===== src/core/tef_consts.svh =====
`ifndef TEF_CONSTS_SVH
`define TEF_CONSTS_SVH
// Register offsets
`define TEF_OFF_ENABLE 12'h00C
`define TEF_OFF_STATUS 12'h010
// Control word of own choosing
`define TEF_OFF_CTRL 12'h014
// Reset values
`define TEF_RST_ENABLE 16'h0000
`define TEF_RST_STATUS 16'h0000
`define TEF_RST_CTRL 16'h0000
// Enable register fields
`define TEF_EN_UPD_IRQ 0
`define TEF_EN_CH_IRQ 1
`define TEF_EN_TRIG_IRQ 6
`define TEF_EN_UPD_DMA 8
`define TEF_EN_CH_DMA 9
`define TEF_EN_TRIG_DMA 14
// Status register fields
`define TEF_ST_UPD 0
`define TEF_ST_CH 1
`define TEF_ST_TRIG 6
`define TEF_ST_OVR 9
// Writable masks
`define TEF_ENABLE_MASK 16'h5F5F
`define TEF_STATUS_MASK 16'h1E5F
// Control word fields
`define TEF_CT_BLOCK 0
`define TEF_CT_SRC 1
`define TEF_CT_SLAVE 4
`define TEF_CT_INPUT 8
// Gated slave mode code
`define TEF_SLAVE_GATED 3'h5
`endif


===== src/core/tef_pkg.sv =====
package tef_pkg;
  typedef enum logic [1:0] {
    TEF_CNT_UP,
    TEF_CNT_DOWN,
    TEF_CNT_CENTER
  } tef_cnt_mode_t;

  // Event strobes from the timer kernel, one cycle each
  typedef struct packed {
    logic overflow;
    logic underflow;
    logic sw_update;
    logic slave_reinit;
    logic trig_edge;
    logic [3:0] cmp_match;
    logic [3:0] center_hit;
    logic [3:0] cmp_above_reload;
    logic [3:0] capture;
    logic sw_trigger;
    logic [3:0] sw_chan;
  } tef_events_t;

  typedef struct packed {
    logic upd;
    logic trig;
    logic [3:0] ch;
  } tef_dma_t;
endpackage : tef_pkg


===== src/core/tef_flags.sv =====
// Decided for this implementation: the APB register port.
`timescale 1ns/10ps
`include "tef_consts.svh"

module tef_flags
  import tef_pkg::*;
#(
  parameter int NCH = 4
) (
  // APB slave
  input wire logic pclk,
  input wire logic presetn,
  input wire logic psel,
  input wire logic penable,
  input wire logic pwrite,
  input wire logic [11:0] paddr,
  input wire logic [31:0] pwdata,
  output logic [31:0] prdata,
  output logic pready,
  output logic pslverr,
  // Kernel side
  input wire tef_events_t ev,
  input wire tef_cnt_mode_t cnt_mode,
  input wire logic trig_level,
  input wire logic [NCH-1:0] capdata_rd,
  // Requests
  output logic irq,
  output tef_dma_t dma_req
);

  // ******************************
  // Bus decode
  // ******************************
  logic acc, wr_en, wr_st, wr_ct, hit;
  assign acc = psel && penable;
  assign hit = (paddr == `TEF_OFF_ENABLE) || (paddr == `TEF_OFF_STATUS) ||
               (paddr == `TEF_OFF_CTRL);
  assign pready = 1'b1;
  assign pslverr = acc && !hit;
  assign wr_en = acc && pwrite && (paddr == `TEF_OFF_ENABLE);
  assign wr_st = acc && pwrite && (paddr == `TEF_OFF_STATUS);
  assign wr_ct = acc && pwrite && (paddr == `TEF_OFF_CTRL);

  logic [15:0] enable_q, status_q, ctrl_q;
  logic [15:0] status_d;
  logic [15:0] enable_d;
  // Next value feeds irq so it never lags a fresh enable by a cycle
  assign enable_d = wr_en ? (pwdata[15:0] & `TEF_ENABLE_MASK) : enable_q;

  // ******************************
  // Registers
  // ******************************
  always_ff @(posedge pclk or negedge presetn) begin
    if (!presetn) begin
      enable_q <= `TEF_RST_ENABLE;
    end else begin
      enable_q <= enable_d;
    end
  end

  always_ff @(posedge pclk or negedge presetn) begin
    if (!presetn) begin
      ctrl_q <= `TEF_RST_CTRL;
    end else if (wr_ct) begin
      ctrl_q <= pwdata[15:0];
    end
  end

  logic upd_block, upd_src, gated;
  logic [NCH-1:0] ch_input;
  assign upd_block = ctrl_q[`TEF_CT_BLOCK];
  assign upd_src = ctrl_q[`TEF_CT_SRC];
  assign gated = (ctrl_q[`TEF_CT_SLAVE +: 3] == `TEF_SLAVE_GATED);
  assign ch_input = ctrl_q[`TEF_CT_INPUT +: NCH];

  // ******************************
  // Event sources
  // ******************************
  logic trig_q, trig_set, upd_set;
  logic [NCH-1:0] ch_set, ovr_set;

  always_ff @(posedge pclk or negedge presetn) begin
    if (!presetn) begin
      trig_q <= 1'b0;
    end else begin
      trig_q <= trig_level;
    end
  end

  // Gated mode watches the level, so both edges count
  assign trig_set = ev.sw_trigger ||
                    (gated ? (trig_level != trig_q)
                           : ev.trig_edge);

  assign upd_set = !upd_block && (ev.overflow || ev.underflow ||
                   (!upd_src && (ev.sw_update ||
                                 ev.slave_reinit)));

  genvar g;
  generate
    for (g = 0; g < NCH; g++) begin : g_ch
      logic cmp_hit;
      always_comb begin
        // Above reload the wrap replaces the match, center mode too
        if (ev.cmp_above_reload[g]) begin
          cmp_hit = (cnt_mode == TEF_CNT_DOWN) ? ev.underflow
                                               : ev.overflow;
        end else if (cnt_mode == TEF_CNT_CENTER) begin
          cmp_hit = ev.center_hit[g];
        end else begin
          cmp_hit = ev.cmp_match[g];
        end
      end
      assign ch_set[g] = ch_input[g] ? (ev.capture[g] || ev.sw_chan[g])
                                     : (cmp_hit || ev.sw_chan[g]);
      assign ovr_set[g] = ch_input[g] && ch_set[g] &&
                          status_q[`TEF_ST_CH + g];

      // ******************************
      // Channel checks
      // ******************************
      a_ch_irq: assert property (@(posedge pclk)
        disable iff (!presetn)
        status_q[`TEF_ST_CH + g] && enable_q[`TEF_EN_CH_IRQ + g] |-> irq)
        else $error("channel irq missing");
      a_ch_dma_gate: assert property (@(posedge pclk)
        disable iff (!presetn)
        !enable_q[`TEF_EN_CH_DMA + g] |=> !dma_req.ch[g])
        else $error("channel dma without enable");
      a_ch_capture: assert property (@(posedge pclk)
        disable iff (!presetn)
        ch_input[g] && ev.capture[g] |=> status_q[`TEF_ST_CH + g])
        else $error("capture flag not set");
      a_ch_match: assert property (@(posedge pclk)
        disable iff (!presetn)
        !ch_input[g] && cnt_mode != TEF_CNT_CENTER &&
        !ev.cmp_above_reload[g] && ev.cmp_match[g]
        |=> status_q[`TEF_ST_CH + g])
        else $error("compare flag not set");
      a_ch_center: assert property (@(posedge pclk)
        disable iff (!presetn)
        !ch_input[g] && cnt_mode == TEF_CNT_CENTER &&
        !ev.cmp_above_reload[g] && ev.center_hit[g]
        |=> status_q[`TEF_ST_CH + g])
        else $error("center compare flag not set");
      a_ch_reload: assert property (@(posedge pclk)
        disable iff (!presetn)
        !ch_input[g] && ev.cmp_above_reload[g] &&
        (cnt_mode == TEF_CNT_DOWN ? ev.underflow : ev.overflow)
        |=> status_q[`TEF_ST_CH + g])
        else $error("reload wrap flag not set");
      a_ch_sw: assert property (@(posedge pclk)
        disable iff (!presetn)
        ev.sw_chan[g] |=> status_q[`TEF_ST_CH + g])
        else $error("software channel event lost");
      a_ovr_chan: assert property (@(posedge pclk)
        disable iff (!presetn)
        ch_input[g] && ev.capture[g] && status_q[`TEF_ST_CH + g]
        |=> status_q[`TEF_ST_OVR + g])
        else $error("overrun not set");
      a_ovr_output: assert property (@(posedge pclk)
        disable iff (!presetn)
        !ch_input[g] && !status_q[`TEF_ST_OVR + g]
        |=> !status_q[`TEF_ST_OVR + g])
        else $error("overrun set in output mode");
    end
  endgenerate

  // ******************************
  // Status flags
  // ******************************
  always_comb begin
    status_d = status_q;
    if (wr_st) begin
      status_d = status_q & (pwdata[15:0] | ~`TEF_STATUS_MASK);
    end
    for (int i = 0; i < NCH; i++) begin
      if (ch_input[i] && capdata_rd[i]) begin
        status_d[`TEF_ST_CH + i] = 1'b0;
      end
    end
    // Hardware set applied last so it wins over any clear
    if (upd_set) begin
      status_d[`TEF_ST_UPD] = 1'b1;
    end
    if (trig_set) begin
      status_d[`TEF_ST_TRIG] = 1'b1;
    end
    for (int i = 0; i < NCH; i++) begin
      if (ch_set[i]) begin
        status_d[`TEF_ST_CH + i] = 1'b1;
      end
      if (ovr_set[i]) begin
        status_d[`TEF_ST_OVR + i] = 1'b1;
      end
    end
  end

  always_ff @(posedge pclk or negedge presetn) begin
    if (!presetn) begin
      status_q <= `TEF_RST_STATUS;
    end else begin
      status_q <= status_d;
    end
  end

  // ******************************
  // Read data
  // ******************************
  always_ff @(posedge pclk or negedge presetn) begin
    if (!presetn) begin
      prdata <= 32'h00000000;
    end else if (psel && !penable && !pwrite) begin
      if (paddr == `TEF_OFF_ENABLE) begin
        prdata <= {16'h0000, enable_q};
      end else if (paddr == `TEF_OFF_STATUS) begin
        prdata <= {16'h0000, status_q};
      end else if (paddr == `TEF_OFF_CTRL) begin
        prdata <= {16'h0000, ctrl_q};
      end else begin
        prdata <= 32'h00000000;
      end
    end
  end

  // ******************************
  // Requests
  // ******************************
  // Level interrupt, held until software clears the flag
  always_ff @(posedge pclk or negedge presetn) begin
    if (!presetn) begin
      irq <= 1'b0;
    end else begin
      irq <= |(status_d[6:0] & enable_d[6:0] & 7'h5F);
    end
  end

  always_ff @(posedge pclk or negedge presetn) begin
    if (!presetn) begin
      dma_req <= '0;
    end else begin
      dma_req.upd <= upd_set && enable_q[`TEF_EN_UPD_DMA];
      dma_req.trig <= trig_set && enable_q[`TEF_EN_TRIG_DMA];
      dma_req.ch <= ch_set & enable_q[`TEF_EN_CH_DMA +: NCH];
    end
  end

  // ******************************
  // Assertions
  // ******************************
  a_upd_dma_gate: assert property (@(posedge pclk) disable iff (!presetn)
    upd_set && !enable_q[8] |=> !dma_req.upd)
    else $error("update dma without enable");
  a_trig_dma: assert property (@(posedge pclk) disable iff (!presetn)
    trig_set && enable_q[14] |=> dma_req.trig)
    else $error("trigger dma missing");
  a_ch_dma: assert property (@(posedge pclk) disable iff (!presetn)
    ch_set[0] && enable_q[9] |=> dma_req.ch[0])
    else $error("channel dma missing");
  a_irq_upd: assert property (@(posedge pclk) disable iff (!presetn)
    status_q[0] && enable_q[0] |-> irq)
    else $error("update irq missing");
  a_irq_trig: assert property (@(posedge pclk) disable iff (!presetn)
    status_q[6] && enable_q[6] |-> irq)
    else $error("trigger irq missing");
  a_irq_none: assert property (@(posedge pclk) disable iff (!presetn)
    (status_q[6:0] & enable_q[6:0]) == 7'h00 |-> !irq)
    else $error("spurious irq");
  a_set_wins: assert property (@(posedge pclk) disable iff (!presetn)
    wr_st && pwdata[0] == 1'b0 && upd_set |=> status_q[0])
    else $error("set lost to clear");
  a_ovr_sticky: assert property (@(posedge pclk) disable iff (!presetn)
    status_q[9] && !wr_st |=> status_q[9])
    else $error("overrun flag dropped");
  a_ovr_cause: assert property (@(posedge pclk) disable iff (!presetn)
    ch_input[0] && ev.capture[0] && status_q[1] |=> status_q[9])
    else $error("overrun not set");
  a_upd_blocked: assert property (@(posedge pclk) disable iff (!presetn)
    upd_block && !status_q[0] |=> !status_q[0])
    else $error("update set while blocked");
  a_gated_edge: assert property (@(posedge pclk) disable iff (!presetn)
    gated && $changed(trig_level) |=> status_q[6])
    else $error("gated edge missed");
  a_cap_rd_clr: assert property (@(posedge pclk) disable iff (!presetn)
    ch_input[0] && capdata_rd[0] && !ch_set[0] |=> !status_q[1])
    else $error("capture read did not clear");
  a_enable_keeps: assert property (@(posedge pclk) disable iff (!presetn)
    wr_en && !upd_set && !trig_set && ch_set == '0 && !wr_st
    && capdata_rd == '0 |=> status_q == $past(status_q))
    else $error("enable write changed flags");
  a_trig_edge: assert property (@(posedge pclk)
    disable iff (!presetn)
    !gated && ev.trig_edge |=> status_q[`TEF_ST_TRIG])
    else $error("trigger edge missed");
  a_trig_sw: assert property (@(posedge pclk)
    disable iff (!presetn)
    ev.sw_trigger |=> status_q[`TEF_ST_TRIG])
    else $error("software trigger lost");
  a_gated_level: assert property (@(posedge pclk)
    disable iff (!presetn)
    gated && !ev.sw_trigger && $stable(trig_level) &&
    !status_q[`TEF_ST_TRIG] |=> !status_q[`TEF_ST_TRIG])
    else $error("gated flag without edge");
  a_upd_sets: assert property (@(posedge pclk)
    disable iff (!presetn)
    !upd_block && (ev.overflow || ev.underflow) |=> status_q[`TEF_ST_UPD])
    else $error("update flag not set");
  a_upd_source: assert property (@(posedge pclk)
    disable iff (!presetn)
    upd_src && !ev.overflow && !ev.underflow &&
    !status_q[`TEF_ST_UPD] |=> !status_q[`TEF_ST_UPD])
    else $error("update set from blocked source");
  a_upd_forced: assert property (@(posedge pclk)
    disable iff (!presetn)
    !upd_block && !upd_src && (ev.sw_update || ev.slave_reinit)
    |=> status_q[`TEF_ST_UPD])
    else $error("forced update flag not set");
  a_upd_block_dma: assert property (@(posedge pclk)
    disable iff (!presetn)
    upd_block |=> !dma_req.upd)
    else $error("update dma while blocked");
  a_trig_dma_gate: assert property (@(posedge pclk)
    disable iff (!presetn)
    !enable_q[`TEF_EN_TRIG_DMA] |=> !dma_req.trig)
    else $error("trigger dma without enable");
  a_upd_dma: assert property (@(posedge pclk)
    disable iff (!presetn)
    upd_set && enable_q[`TEF_EN_UPD_DMA] |=> dma_req.upd)
    else $error("update dma missing");
  a_ovr_clear: assert property (@(posedge pclk)
    disable iff (!presetn)
    wr_st && !pwdata[`TEF_ST_OVR] && !ovr_set[0] |=> !status_q[`TEF_ST_OVR])
    else $error("overrun not cleared");
  a_read_enable: assert property (@(posedge pclk)
    disable iff (!presetn)
    psel && !penable && !pwrite && paddr == `TEF_OFF_ENABLE
    |=> prdata == {16'h0000, $past(enable_q)})
    else $error("enable readback wrong");
  a_reserved_zero: assert property (@(posedge pclk)
    disable iff (!presetn)
    (status_q & ~`TEF_STATUS_MASK) == 16'h0000 &&
    (enable_q & ~`TEF_ENABLE_MASK) == 16'h0000)
    else $error("reserved bit set");

  c_irq: cover property (@(posedge pclk) disable iff (!presetn) irq);
  c_ovr: cover property (@(posedge pclk) disable iff (!presetn)
    ovr_set[0]);
  c_clash: cover property (@(posedge pclk) disable iff (!presetn)
    wr_st && upd_set);
  c_dma: cover property (@(posedge pclk) disable iff (!presetn)
    dma_req.trig);
  c_center: cover property (@(posedge pclk) disable iff (!presetn)
    cnt_mode == TEF_CNT_CENTER && ch_set != '0);

endmodule : tef_flags


===== config.mk =====
export PLATFORM = sky130hd
export DESIGN_NAME = tef_flags
export DESIGN_NICKNAME = d
export VERILOG_FILES = /design/src/core/tef_pkg.sv /design/src/core/tef_flags.sv
export VERILOG_INCLUDE_DIRS = /design/src /design/src/core
export SDC_FILE = /design/constraint.sdc
export NUM_CORES = 1
export LEC_CHECK = 0
export ABC_AREA = 1
export ABC_CLOCK_PERIOD_IN_PS = 2300
export BUFFER_PORTS_ARGS = -buffer_cell sky130_fd_sc_hd__buf_4
export CORE_ASPECT_RATIO = 0.9
export CORE_MARGIN = 8
export CORE_UTILIZATION = 50
export DETAILED_ROUTE_END_ITERATION = 16
export GPL_TIMING_DRIVEN = 0
export PLACE_DENSITY = 0.84
export RECOVER_POWER = 100
export SLEW_MARGIN = 40
export SYNTH_ARGS = -nofsm -noshare
export SYNTH_HDL_FRONTEND = slang
export SYNTH_SLANG_ARGS = --single-unit

===== constraint.sdc =====
create_clock -name pclk -period 2.3 [get_ports pclk]
set_clock_uncertainty 0.1 [all_clocks]
set_input_delay 0.115 -clock pclk [delete_from_list [all_inputs] [get_ports pclk]]
set_output_delay 0.115 -clock pclk [all_outputs]
set_load 0.01 [all_outputs]

==> impl_metrics.toml, run 1 <==
[drt]
route.detailed.drc = 0
wirelength_mm = 9.579
dr_wl_met2_mm = 4.816
drt_pass1_iterations = 5
vias = 3191
drt-met1-wl_mm = 3.629
top_layer = "met4"
route.met3.wl_um = 905
via_per_inst = 5.097
drtAntennaViolNets = 0
drtIter0Drc = 230
wl_per_cell_um = 15.30

[worst_hold_path]
hold_start = "pwdata[4]"
hold_path.class = "primary input to register"

[timing]
hold_violations = 0
post-route-period-util_pct = 89.04
slew_violations = 0
period_needed_ps = 2048
whs_ps = 24.57
slew_headroom_pct = 0.08557
setup_viol = 0
tns_ps = 0
fmax_mhz = 488.3
rsz0062_at_grt = "no"
worstMarginPinSlew_ps = 1499

[worst_setup_path]
crit_top_cell = "nand2_1"
crit_chain = "dlygate4sd3_1, clkbuf_4, o31ai_1, dlygate4sd3_1, nand2_1, nand2_1, nand2_1, nor2_2, nand2_1"
crit_fanout = 2
end_kind = "register"
arrival_ps = 2160
regToRegStartpoint = "ctrl_q[1]"
cp-startpoint = "ev[24]"
required_ps = 2410
max_stage_delay_ps = 610
slowest_stage = "dlygate4sd3_1"
crit_type = "primary input to register"
start_kind = "primary input"

[cts]
path_clk_slew_ps = 70
cts.root.buffer_cell = "clkbuf_8"
clk_latency_ps = 340
cts.sinks = 62
htree_levels = 3
cts_buffer_depth = 2
cts_hold_buf = 24
cts_resized = 0
post_cts_buffers = 0
numCtsBuffers = 9
cts_tree = "done"

[layout]
syn_to_final_growth_pct = 34.90
fin_area_um2 = 4410
antennaDiodeCount = 0
nFillCells = 561
nNetsFinal = 613
drive_above_1_share_pct = 20.90

[logic_synthesis]
synth_cells = 392
synth_warnings = 0
synth-edff-count = 0
ys_ff_latch = 62
async_reset_ff_share_pct = 100.0
netlist.area_leader.share_pct = 47.46
synth-main-ff-cell = "dfrtp_1"
synthTopCellsByArea = "dfrtp_1 (47%), nand2_1 (14%), nand3_1 (6.6%), inv_1 (4.2%), buf_4 (4.1%)"
syn_area_um2 = 3269
ys_seq_area_share_pct = 47.46
synth_top_area_cell = "dfrtp_1"
syn-mean-instance-area_um2 = 8.340
synth_cell_types = 36

[grt]
overflow = 0
grt_usage_pct = 21.25
grt_max_degree = 63
first_global_vias = 3421
antenna_found_initial = 0
grt_first_pass_wirelength_mm = 15.70

[die]
die_area_um2 = 9386
start_util_pct = 50.72
io_pins = 123
rows = 28
coreArea_um2 = 6446
die_y_um = 92.71
fp.dieW_um = 101.2

[power_and_ir_drop]
intPower_mw = 2.017
switchingPower_mw = 0.5491
p_per_area_nw_per_um2 = 581.8
switching_share_pct = 21.40
seqPwrFrac_pct = 42.9
clkPwrFrac_pct = 46.4
p_leak_nw = 2.320
power_frac_comb_pct = 10.7
ir_drop_mv = 0.3350

[place]
io_buffer_count = 89
hpwl_mm = 6.901
finalWeightedCongestion = 0.9109
post_dp_cell_area_um2 = 4106

[outcome]
violations = "capacitance limit"
status = "finished, violations left"

[job]
drv_cap = 1
-- final cells by class --
class | count | area [µm²] | share of cell area (%)
inverters | 41 | 153.9 | 3.489
plain buffers | 25 | 161.4 | 3.660
repair buffers | 113 | 808.3 | 18.33
clock buffers | 13 | 158.9 | 3.603
multi-input cells | 279 | 1374 | 31.15
flip-flops and latches | 62 | 1551 | 35.18
clock inverters | 3 | 90.09 | 2.043
well taps | 90 | 112.6 | 2.553
-- synth_stat cells, types with 2 or more instances --
cell / instances
a21boi_0: 3
a21oi_1: 4
a22o_1: 3
buf_1: 2
buf_2: 2
buf_4: 18
buf_6: 2
conb_1: 2
dfrtp_1: 62
inv_1: 37
inv_2: 4
mux2_4: 4
nand2_1: 120
nand2_2: 5
nand3_1: 43
nand3_4: 2
nand3b_1: 3
nand4_1: 6
nor2_1: 17
nor2_2: 4
nor2_4: 3
nor2_8: 3
o211ai_1: 4
o21ai_0: 12
o21ai_1: 12
o21ai_2: 5
-- layout by cell type (no fill, tap or decap), drive strengths merged, types with 4 or more instances in the layout --
cell type,n
nand3,45
o21ai,29
a21oi,4
conb,17
inv,41
o211ai,4
mux2,4
nand4,6
nand2,126
clkbuf,46
nor2,27
buf,81
dfrtp,62
dlygate4sd3,24
-- final timing paths --
kind                            slack, ps           to  cells after the start
worst min register to register        380   prdata[11]                      2
worst max-delay path                  250          irq                      9
min in group asynchronous             580   dma_req[5]                      2
worst max register to register        290          irq                      8
worst min-delay path                   20  enable_q[4]                      3
max in group asynchronous             620  enable_q[1]                      2
-- metrics by stage --
| step | std cells | util (%) | setup WS [ps] | total power, mW |
|---|---|---|---|---|
| floorplan | 407 | - | 999.6 | 1.229 |
| global placement | 586 | 63.70 | 698.6 | 1.363 |
| detailed placement | 586 | 63.70 | 623.5 | 1.370 |
| CTS | 626 | 71.29 | 283.3 | 2.575 |
| global route | 626 | 68.42 | 101.8 | 2.638 |
| finish | 626 | 68.42 | 252.0 | 2.566 |
-- kinds of logic after synthesis --
kind of cell / count (synthesis) / synth area share (%)
compound gates: 46 / 8.726
xor+xnor: 1 / 0.2679
buf+inv: 66 / 10.18
flops: 62 / 47.46
mux: 4 / 1.837
other cells: 2 / 0.2297
simple gates: 211 / 31.30
-- power by group through the flow --
stage | combinational, mW | clock, mW | sequential, mW
global placement | 0.243 | 0 | 1.12
detailed placement | 0.250 | 0 | 1.12
floorplan | 0.108 | 0 | 1.12
finish | 0.275 | 1.19 | 1.10
global route | 0.303 | 1.23 | 1.10
CTS | 0.284 | 1.19 | 1.10
-- critical path, delay by kind of cell --
kind | cells | cell delay (ps)
AOI/OAI and AO/OA | 1 | 340
and+or+nand+nor | 5 | 410
buffers and inverters | 3 | 1280
-- metal layers --
layer | vias to the layer above | track usage (%)
met5 | - | 0
met3 | 22 | 6.147
met4 | 0 | 11.65
met1 | 1506 | 23.65
met2 | 155 | 35.82
li1 | 1508 | -
-- state kept, by name (all words and copies together) (netlist names) --
signal    count
irq           1
trig_q        1
ctrl_q       16
prdata       16
enable_q     12
status_q     10
dma_req       6
(Power assumes the default switching activity.)
==> run 2, diff against run 1 <==
--- a/config.mk
+++ b/config.mk
@@ -7,14 +7,14 @@
 export NUM_CORES = 1
 export LEC_CHECK = 0
 export ABC_AREA = 1
-export ABC_CLOCK_PERIOD_IN_PS = 2300
+export ABC_CLOCK_PERIOD_IN_PS = 2150
 export BUFFER_PORTS_ARGS = -buffer_cell sky130_fd_sc_hd__buf_4
 export CORE_ASPECT_RATIO = 0.9
 export CORE_MARGIN = 8
-export CORE_UTILIZATION = 50
+export CORE_UTILIZATION = 25
 export DETAILED_ROUTE_END_ITERATION = 16
 export GPL_TIMING_DRIVEN = 0
-export PLACE_DENSITY = 0.84
+export PLACE_DENSITY = 0.49
 export RECOVER_POWER = 100
 export SLEW_MARGIN = 40
 export SYNTH_ARGS = -nofsm -noshare
==> constraint.sdc (replaced) <==
create_clock -name pclk -period 2.15 [get_ports pclk]
set_clock_uncertainty 0.1 [all_clocks]
set_input_delay 0.1075 -clock pclk [delete_from_list [all_inputs] [get_ports pclk]]
set_output_delay 0.1075 -clock pclk [all_outputs]
set_load 0.01 [all_outputs]
==> run 2 against run 1 <==
Compared with the run above:
- the flow now finishes without violations
- wire length rose by 4.6%
- non-clock buffer count fell by 8
- register-to-register slack improved by 430 ps
- critical endpoint is now enable_q[9]
==> impl_metrics.toml, run 2 (synthesized netlist as in run 1, its figures left out) <==
[layout]
syn_to_final_growth_pct = 37.47
nFillCells = 1361
multiInputGateArea_um2 = 1381
nNetsFinal = 605
final_common_cell = "nand2_1"
drive_above_1_share_pct = 22.39
top_regs = "ctrl_q x16, prdata x16, enable_q x12"
antennaDiodeCount = 0
register_area_um2 = 1551
final_cell_mix = "nand2_1 (122), buf_4 (80), dfrtp_1 (62), nand3_1 (44), inv_1 (39)"

[drt]
via_per_inst = 4.366
wl_per_cell_um = 14.50
drt_pass1_iterations = 4
route.detailed.drc = 0
wirelength_mm = 10.02
drtIter0Drc = 203
drtAntennaViolNets = 0
vias = 3017

[power_and_ir_drop]
finalPower_mw = 2.888
p_leak_nw = 2.332
intPower_mw = 2.236
p_per_area_nw_per_um2 = 642.7
clkPwrFrac_pct = 49.4
switchingPower_mw = 0.6520
ir_drop_mv = 0.3253
seqPwrFrac_pct = 40.8
power_frac_comb_pct = 9.8
switching_share_pct = 22.57

[die]
rows = 39
start_util_pct = 25.67
die_area_um2 = 17000
coreArea_um2 = 12740
die_y_um = 124.5
io_pins = 123
fp.dieW_um = 136.5

[cts]
cts.root.buffer_cell = "clkbuf_16"
htree_levels = 3
clk_latency_ps = 320
path_clk_slew_ps = 50
cts_buffer_depth = 2
numCtsBuffers = 9
cts_tree = "done"
cts.sinks = 62
cts_resized = 0
post_cts_buffers = 0

[worst_setup_path]
required_ps = 2220
slowest_stage = "inv_1"
crit_chain = "buf_4, nor2_2, nand2_1, inv_1, nand3_1, buf_6, clkbuf_1, nand2_1, o21ai_0"
r2r_cells = 8
crit_type = "primary input to register"
crit_fanout = 10
endpoint = "enable_q[9]"
cp-startpoint = "paddr[11]"
cp_num_buf_inv = 4
critical-path-top-delay-family = "buffers and inverters"
regToRegStartpoint = "ctrl_q[11]"
start_kind = "primary input"
arrival_ps = 1780
r2r_setup_slack_ps = 720
end_kind = "register"
rr_endpoint = "irq"
max_stage_delay_ps = 330
crit_top_cell = "nand2_1"
cp.depth = 9

[timing]
tns_ps = 0
worstMarginPinSlew_ps = 814.7
whs_ps = 7.348
rsz0062_at_grt = "no"
slew_violations = 0
slew_headroom_pct = 45.48
setup_viol = 0
period_needed_ps = 1710
hold_violations = 0
post-route-period-util_pct = 79.55
fmax_mhz = 584.7

[outcome]
status = "finished, final reports clean"

[grt]
overflow = 0
grt_first_pass_wirelength_mm = 16.50
grt_usage_pct = 12.28
grt_max_degree = 63
antenna_found_initial = 0
first_global_vias = 3265

[place]
finalWeightedCongestion = 0.7746
hpwl_mm = 7.724
io_buffer_count = 89

[worst_hold_path]
hold_path.class = "primary input to register"

[job]
drv_cap = 0
==> run 2: cell count changes in the layout (fill, tap and decap cells not counted), sizes merged <==
cell         before  now
dlygate4sd3      24   16
clkbuf           46   41
buf              81   84
bufinv            3    1
clkinv            0    2
clkinvlp          0    1
==> run 2: power groups by stage <==
stage | clock network, mW | registers (mW) | logic, mW
finish | 1.43 | 1.18 | 0.284
global route | 1.51 | 1.18 | 0.317
CTS | 1.45 | 1.18 | 0.295
detailed placement | 0 | 1.20 | 0.271
global placement | 0 | 1.20 | 0.269
floorplan | 0 | 1.20 | 0.115
==> run 2: worst min path at each step <==
stage	start	cells past startpoint	slack [ps]	end
floorplan	presetn	0	-290	ctrl_q[0]
global route	capdata_rd[2]	4	20	status_q[3]
detailed placement	trig_level	1	140	trig_q
global placement	trig_level	1	140	trig_q
CTS	capdata_rd[1]	4	0.7	status_q[2]
finish	ev[24]	3	7	status_q[0]
==> run 2: layout make-up <==
cell class	count	area share, %
clock inverter	4	1.058
clock buffer	11	5.401
multi-input combinational	279	30.73
timing repair buffer	105	16.51
inverter	41	3.424
tap	164	4.566
buffer	25	3.786
sequential	62	34.52
==> run 2: repair_timing <==
item	CTS	global route
hold buffers	16	0
endpoints found under the setup margin	0	0
hold endpoints to repair	87	0
==> run 2: stage by stage <==
| stage | setup slack (ps) | instances | instance area, µm² | utilization [%] |
|---|---|---|---|---|
| CTS | 702.2 | 691 | 4649 | 36.51 |
| finish | 439.7 | 691 | 4494 | 35.29 |
| detailed placement | 422.8 | 660 | 4199 | 32.97 |
| global route | 291.8 | 691 | 4494 | 35.29 |
| global placement | 451.7 | 660 | 4199 | 32.97 |
| floorplan | 857.1 | 407 | 3326 | - |
==> run 2: layer usage <==
metal	share of wire [%]	GRT usage [%]
met1	46	16.02
met2	46	19.40
met3	6.9	2.581
met4	1.5	4.519
met5	0	0
==> run 2: worst register-to-register path, delay by kind of cell (launching register included) <==
kind,cells,cell delay [ps]
flops,1,460
compound gates,1,160
buf+inv,1,120
simple gates,6,480
==> run 3, diff against run 2 <==
--- a/config.mk
+++ b/config.mk
@@ -6,15 +6,15 @@
 export SDC_FILE = /design/constraint.sdc
 export NUM_CORES = 1
 export LEC_CHECK = 0
-export ABC_AREA = 1
-export ABC_CLOCK_PERIOD_IN_PS = 2150
+export ABC_AREA = 0
+export ABC_CLOCK_PERIOD_IN_PS = 1500
 export BUFFER_PORTS_ARGS = -buffer_cell sky130_fd_sc_hd__buf_4
 export CORE_ASPECT_RATIO = 0.9
 export CORE_MARGIN = 8
 export CORE_UTILIZATION = 25
 export DETAILED_ROUTE_END_ITERATION = 16
 export GPL_TIMING_DRIVEN = 0
-export PLACE_DENSITY = 0.49
+export PLACE_DENSITY = 0.52
 export RECOVER_POWER = 100
 export SLEW_MARGIN = 40
 export SYNTH_ARGS = -nofsm -noshare
==> constraint.sdc (replaced) <==
create_clock -name pclk -period 1.5 [get_ports pclk]
set_clock_uncertainty 0.1 [all_clocks]
set_input_delay 0.075 -clock pclk [delete_from_list [all_inputs] [get_ports pclk]]
set_output_delay 0.075 -clock pclk [all_outputs]
set_load 0.01 [all_outputs]
==> run 3 against run 2 <==
Compared with the run above:
- via count fell by 13%
- synthesized cell count fell by 31%
- hold slack barely moved
- area after synthesis fell by 8.6%
- largest power group unchanged
- sequential share of layout area fell by 1.7 points
- sequential power rose by 42%
- core utilization rose by 4.6 points
- die area fell by 7.6%
- critical path depth fell by 2
- worst setup slack got worse by 880 ps
- critical path type unchanged
- critical endpoint is now irq
- the flow now finishes with violations (setup timing)
- largest cell class unchanged
- non-clock buffer count rose by 32
==> impl_metrics.toml, run 3 <==
[timing]
hold_violations = 0
slew_headroom_pct = 42.72
slew_violations = 0
fmax_mhz = 514.6
setup_viol = 19
period_needed_ps = 1943
worstMarginPinSlew_ps = 859.3
rsz0062_at_grt = "yes"
post-route-period-util_pct = 129.5
fin_ws_ps = -443.2

[grt]
grt_max_degree = 63
overflow = 0
antenna_found_initial = 0
first_global_vias = 2849
grt_first_pass_wirelength_mm = 15.19
grt_usage_pct = 12.27

[logic_synthesis]
synth-main-ff-cell = "dfrtp_1"
netlist.area_leader.share_pct = 51.93
syn_area_um2 = 2988
yosysMostFrequentCell = "dfrtp_1"
synth-edff-count = 0
synthTopCellsByArea = "dfrtp_1 (52%), mux2_2 (11%), nand2_1 (4.4%), buf_4 (4.3%), o21ai_0 (2.8%)"
ys_seq_area_share_pct = 51.93
synth_cells = 269
synth_warnings = 0
async_reset_ff_share_pct = 100.0
ys_ff_latch = 62
ys_top_cells_by_count = "dfrtp_1 (62), nand2_1 (35), mux2_2 (30)"
syn-mean-instance-area_um2 = 11.11
synth_cell_types = 44
synth_top_area_cell = "dfrtp_1"

[worst_setup_path]
arrival_ps = 2030
max_stage_delay_ps = 460
slowest_stage = "or4_1"
crit_chain = "buf_6, or3b_4, nor3_4, nand4_4, mux2_4, a22o_1, or4_1"
crit_type = "primary input to register"
crit_fanout = 5
end_kind = "register"
start_kind = "primary input"
required_ps = 1580

[drt]
wl_per_cell_um = 16.38
drt_pass1_iterations = 4
route.detailed.drc = 0
wirelength_mm = 9.730
drtIter0Drc = 123
vias = 2621
drtAntennaViolNets = 0
via_per_inst = 4.412

[layout]
register_area_um2 = 1551
final_common_cell = "buf_4"
drive_above_1_share_pct = 36.64
nFillCells = 1172
top_regs = "ctrl_q x16, prdata x16, enable_q x12"
fin_util_pct = 39.93
instances_no_fill = 594
syn_to_final_growth_pct = 58.21
nNetsFinal = 512
multiInputGateArea_um2 = 1444
final_cell_mix = "buf_4 (90), dfrtp_1 (62), nand2_1 (34), clkbuf_1 (32), dlygate4sd3_1 (28)"
antennaDiodeCount = 0

[place]
finalWeightedCongestion = 0.7495
io_buffer_count = 89
placed_cells_incl_taps = 533
hpwl_mm = 6.965
place_ws_ps = -1051

[die]
die_area_um2 = 15710
die_y_um = 119.7
io_pins = 123
coreArea_um2 = 11840
rows = 38
start_util_pct = 25.24
fp.dieW_um = 131.2

[cts]
numCtsBuffers = 9
htree_levels = 3
cts.sinks = 62
cts.root.buffer_cell = "clkbuf_16"
clk_latency_ps = 320
cts_tree = "done"
cts_buffer_depth = 2
path_clk_slew_ps = 50

[power_and_ir_drop]
ir_drop_mv = 0.5358
p_per_area_nw_per_um2 = 835.3
p_leak_nw = 2.199
finalPower_mw = 3.949

[outcome]
violations = "setup timing"
status = "finished, violations left"

[job]
drv_cap = 0

[worst_hold_path]
hold_path.class = "primary input to register"
-- run 3: cell count changes after synthesis, moves of 13 or more --
cell     before  now
nor2_1       17    4
nand2_1     120   35
inv_1        37    2
nand3_1      43    1
mux2_2        0   30
-- run 3: layout make-up --
| class | instances | share of cell area (%) |
|---|---|---|
| Buffer | 25 | 4.314 |
| Clock buffer | 14 | 5.585 |
| Clock inverter | 1 | 0.1059 |
| Inverter | 2 | 0.1588 |
| Multi-Input combinational cell | 193 | 30.55 |
| Sequential cell | 62 | 32.82 |
| Tap cell | 160 | 4.235 |
| Timing Repair Buffer | 137 | 22.23 |
-- run 3: per-stage QoR --
| step | instance area (µm²) | setup TNS (ps) | hold WS (ps) |
|---|---|---|---|
| 2_1_floorplan | 3078 | -9060 | -320.6 |
| 3_3_place_gp | 3946 | -40450 | 102.0 |
| 3_5_place_dp | 3951 | -35180 | 104.1 |
| 4_1_cts | 4728 | -2773 | -7.403 |
| 5_1_grt | 4727 | -3731 | 18.33 |
| 6_report | 4727 | -2335 | 6.936 |
-- run 3: cells by family (layout without fill, tap and decap cells) --
group                     Yosys count  in the layout  share of synthesized area [%]
muxes                              32             32                          11.98
DFF                                62             62                          51.93
and+or+nand+nor                    73             73                          13.78
AOI/OAI and AO/OA                  70             70                          15.70
xor gates and xnor gates            1              1                         0.2932
other                               2             17                         0.2513
buffers and inverters              29            179                          6.072
-- run 3: repair_timing --
action	4_1_cts	5_1_grt
resized for setup	43	21
setup endpoints to repair	44	36
setup buffers	8	11
pin swaps	8	8
gates cloned	1	0
endpoints found under the hold margin	101	0
hold buffers	28	0
-- run 3: layer usage --
layer  up-vias  wire length [µm]  global-route usage [%]
met3         6               660                   4.595
met2        82              4811                   20.20
met4         0                56                   2.611
met1      1253              4201                   15.04
met5         -                 0                       0
li1       1280                 -                       -
-- run 3: path summary, 6_finish.rpt --
check,cells after the start,endpoint,slack [ps],startpoint
worst max-delay path,7,irq,-440,paddr[1]
worst min-delay path,4,status_q[4],7,capdata_rd[3]
worst max register to register,5,irq,-390,ctrl_q[5]
worst min register to register,2,prdata[15],370,prdata[15]
max in group asynchronous,2,prdata[1],400,presetn
min in group asynchronous,2,dma_req[4],330,presetn
-- run 3: where the power goes --
group	internal [mW]	total [mW]	switching (mW)	leakage, nW
registers	1.68	1.68	0.00284	0.833
clock network	1.19	1.86	0.662	0.133
logic	0.226	0.408	0.182	1.23
-- run 3: critical path, delay by kind of cell --
kind | cells | cell delay, ps
buffers and inverters | 1 | 90
AOI/OAI and AO/OA | 1 | 200
and+or+nand+nor | 4 | 1300
muxes | 1 | 360
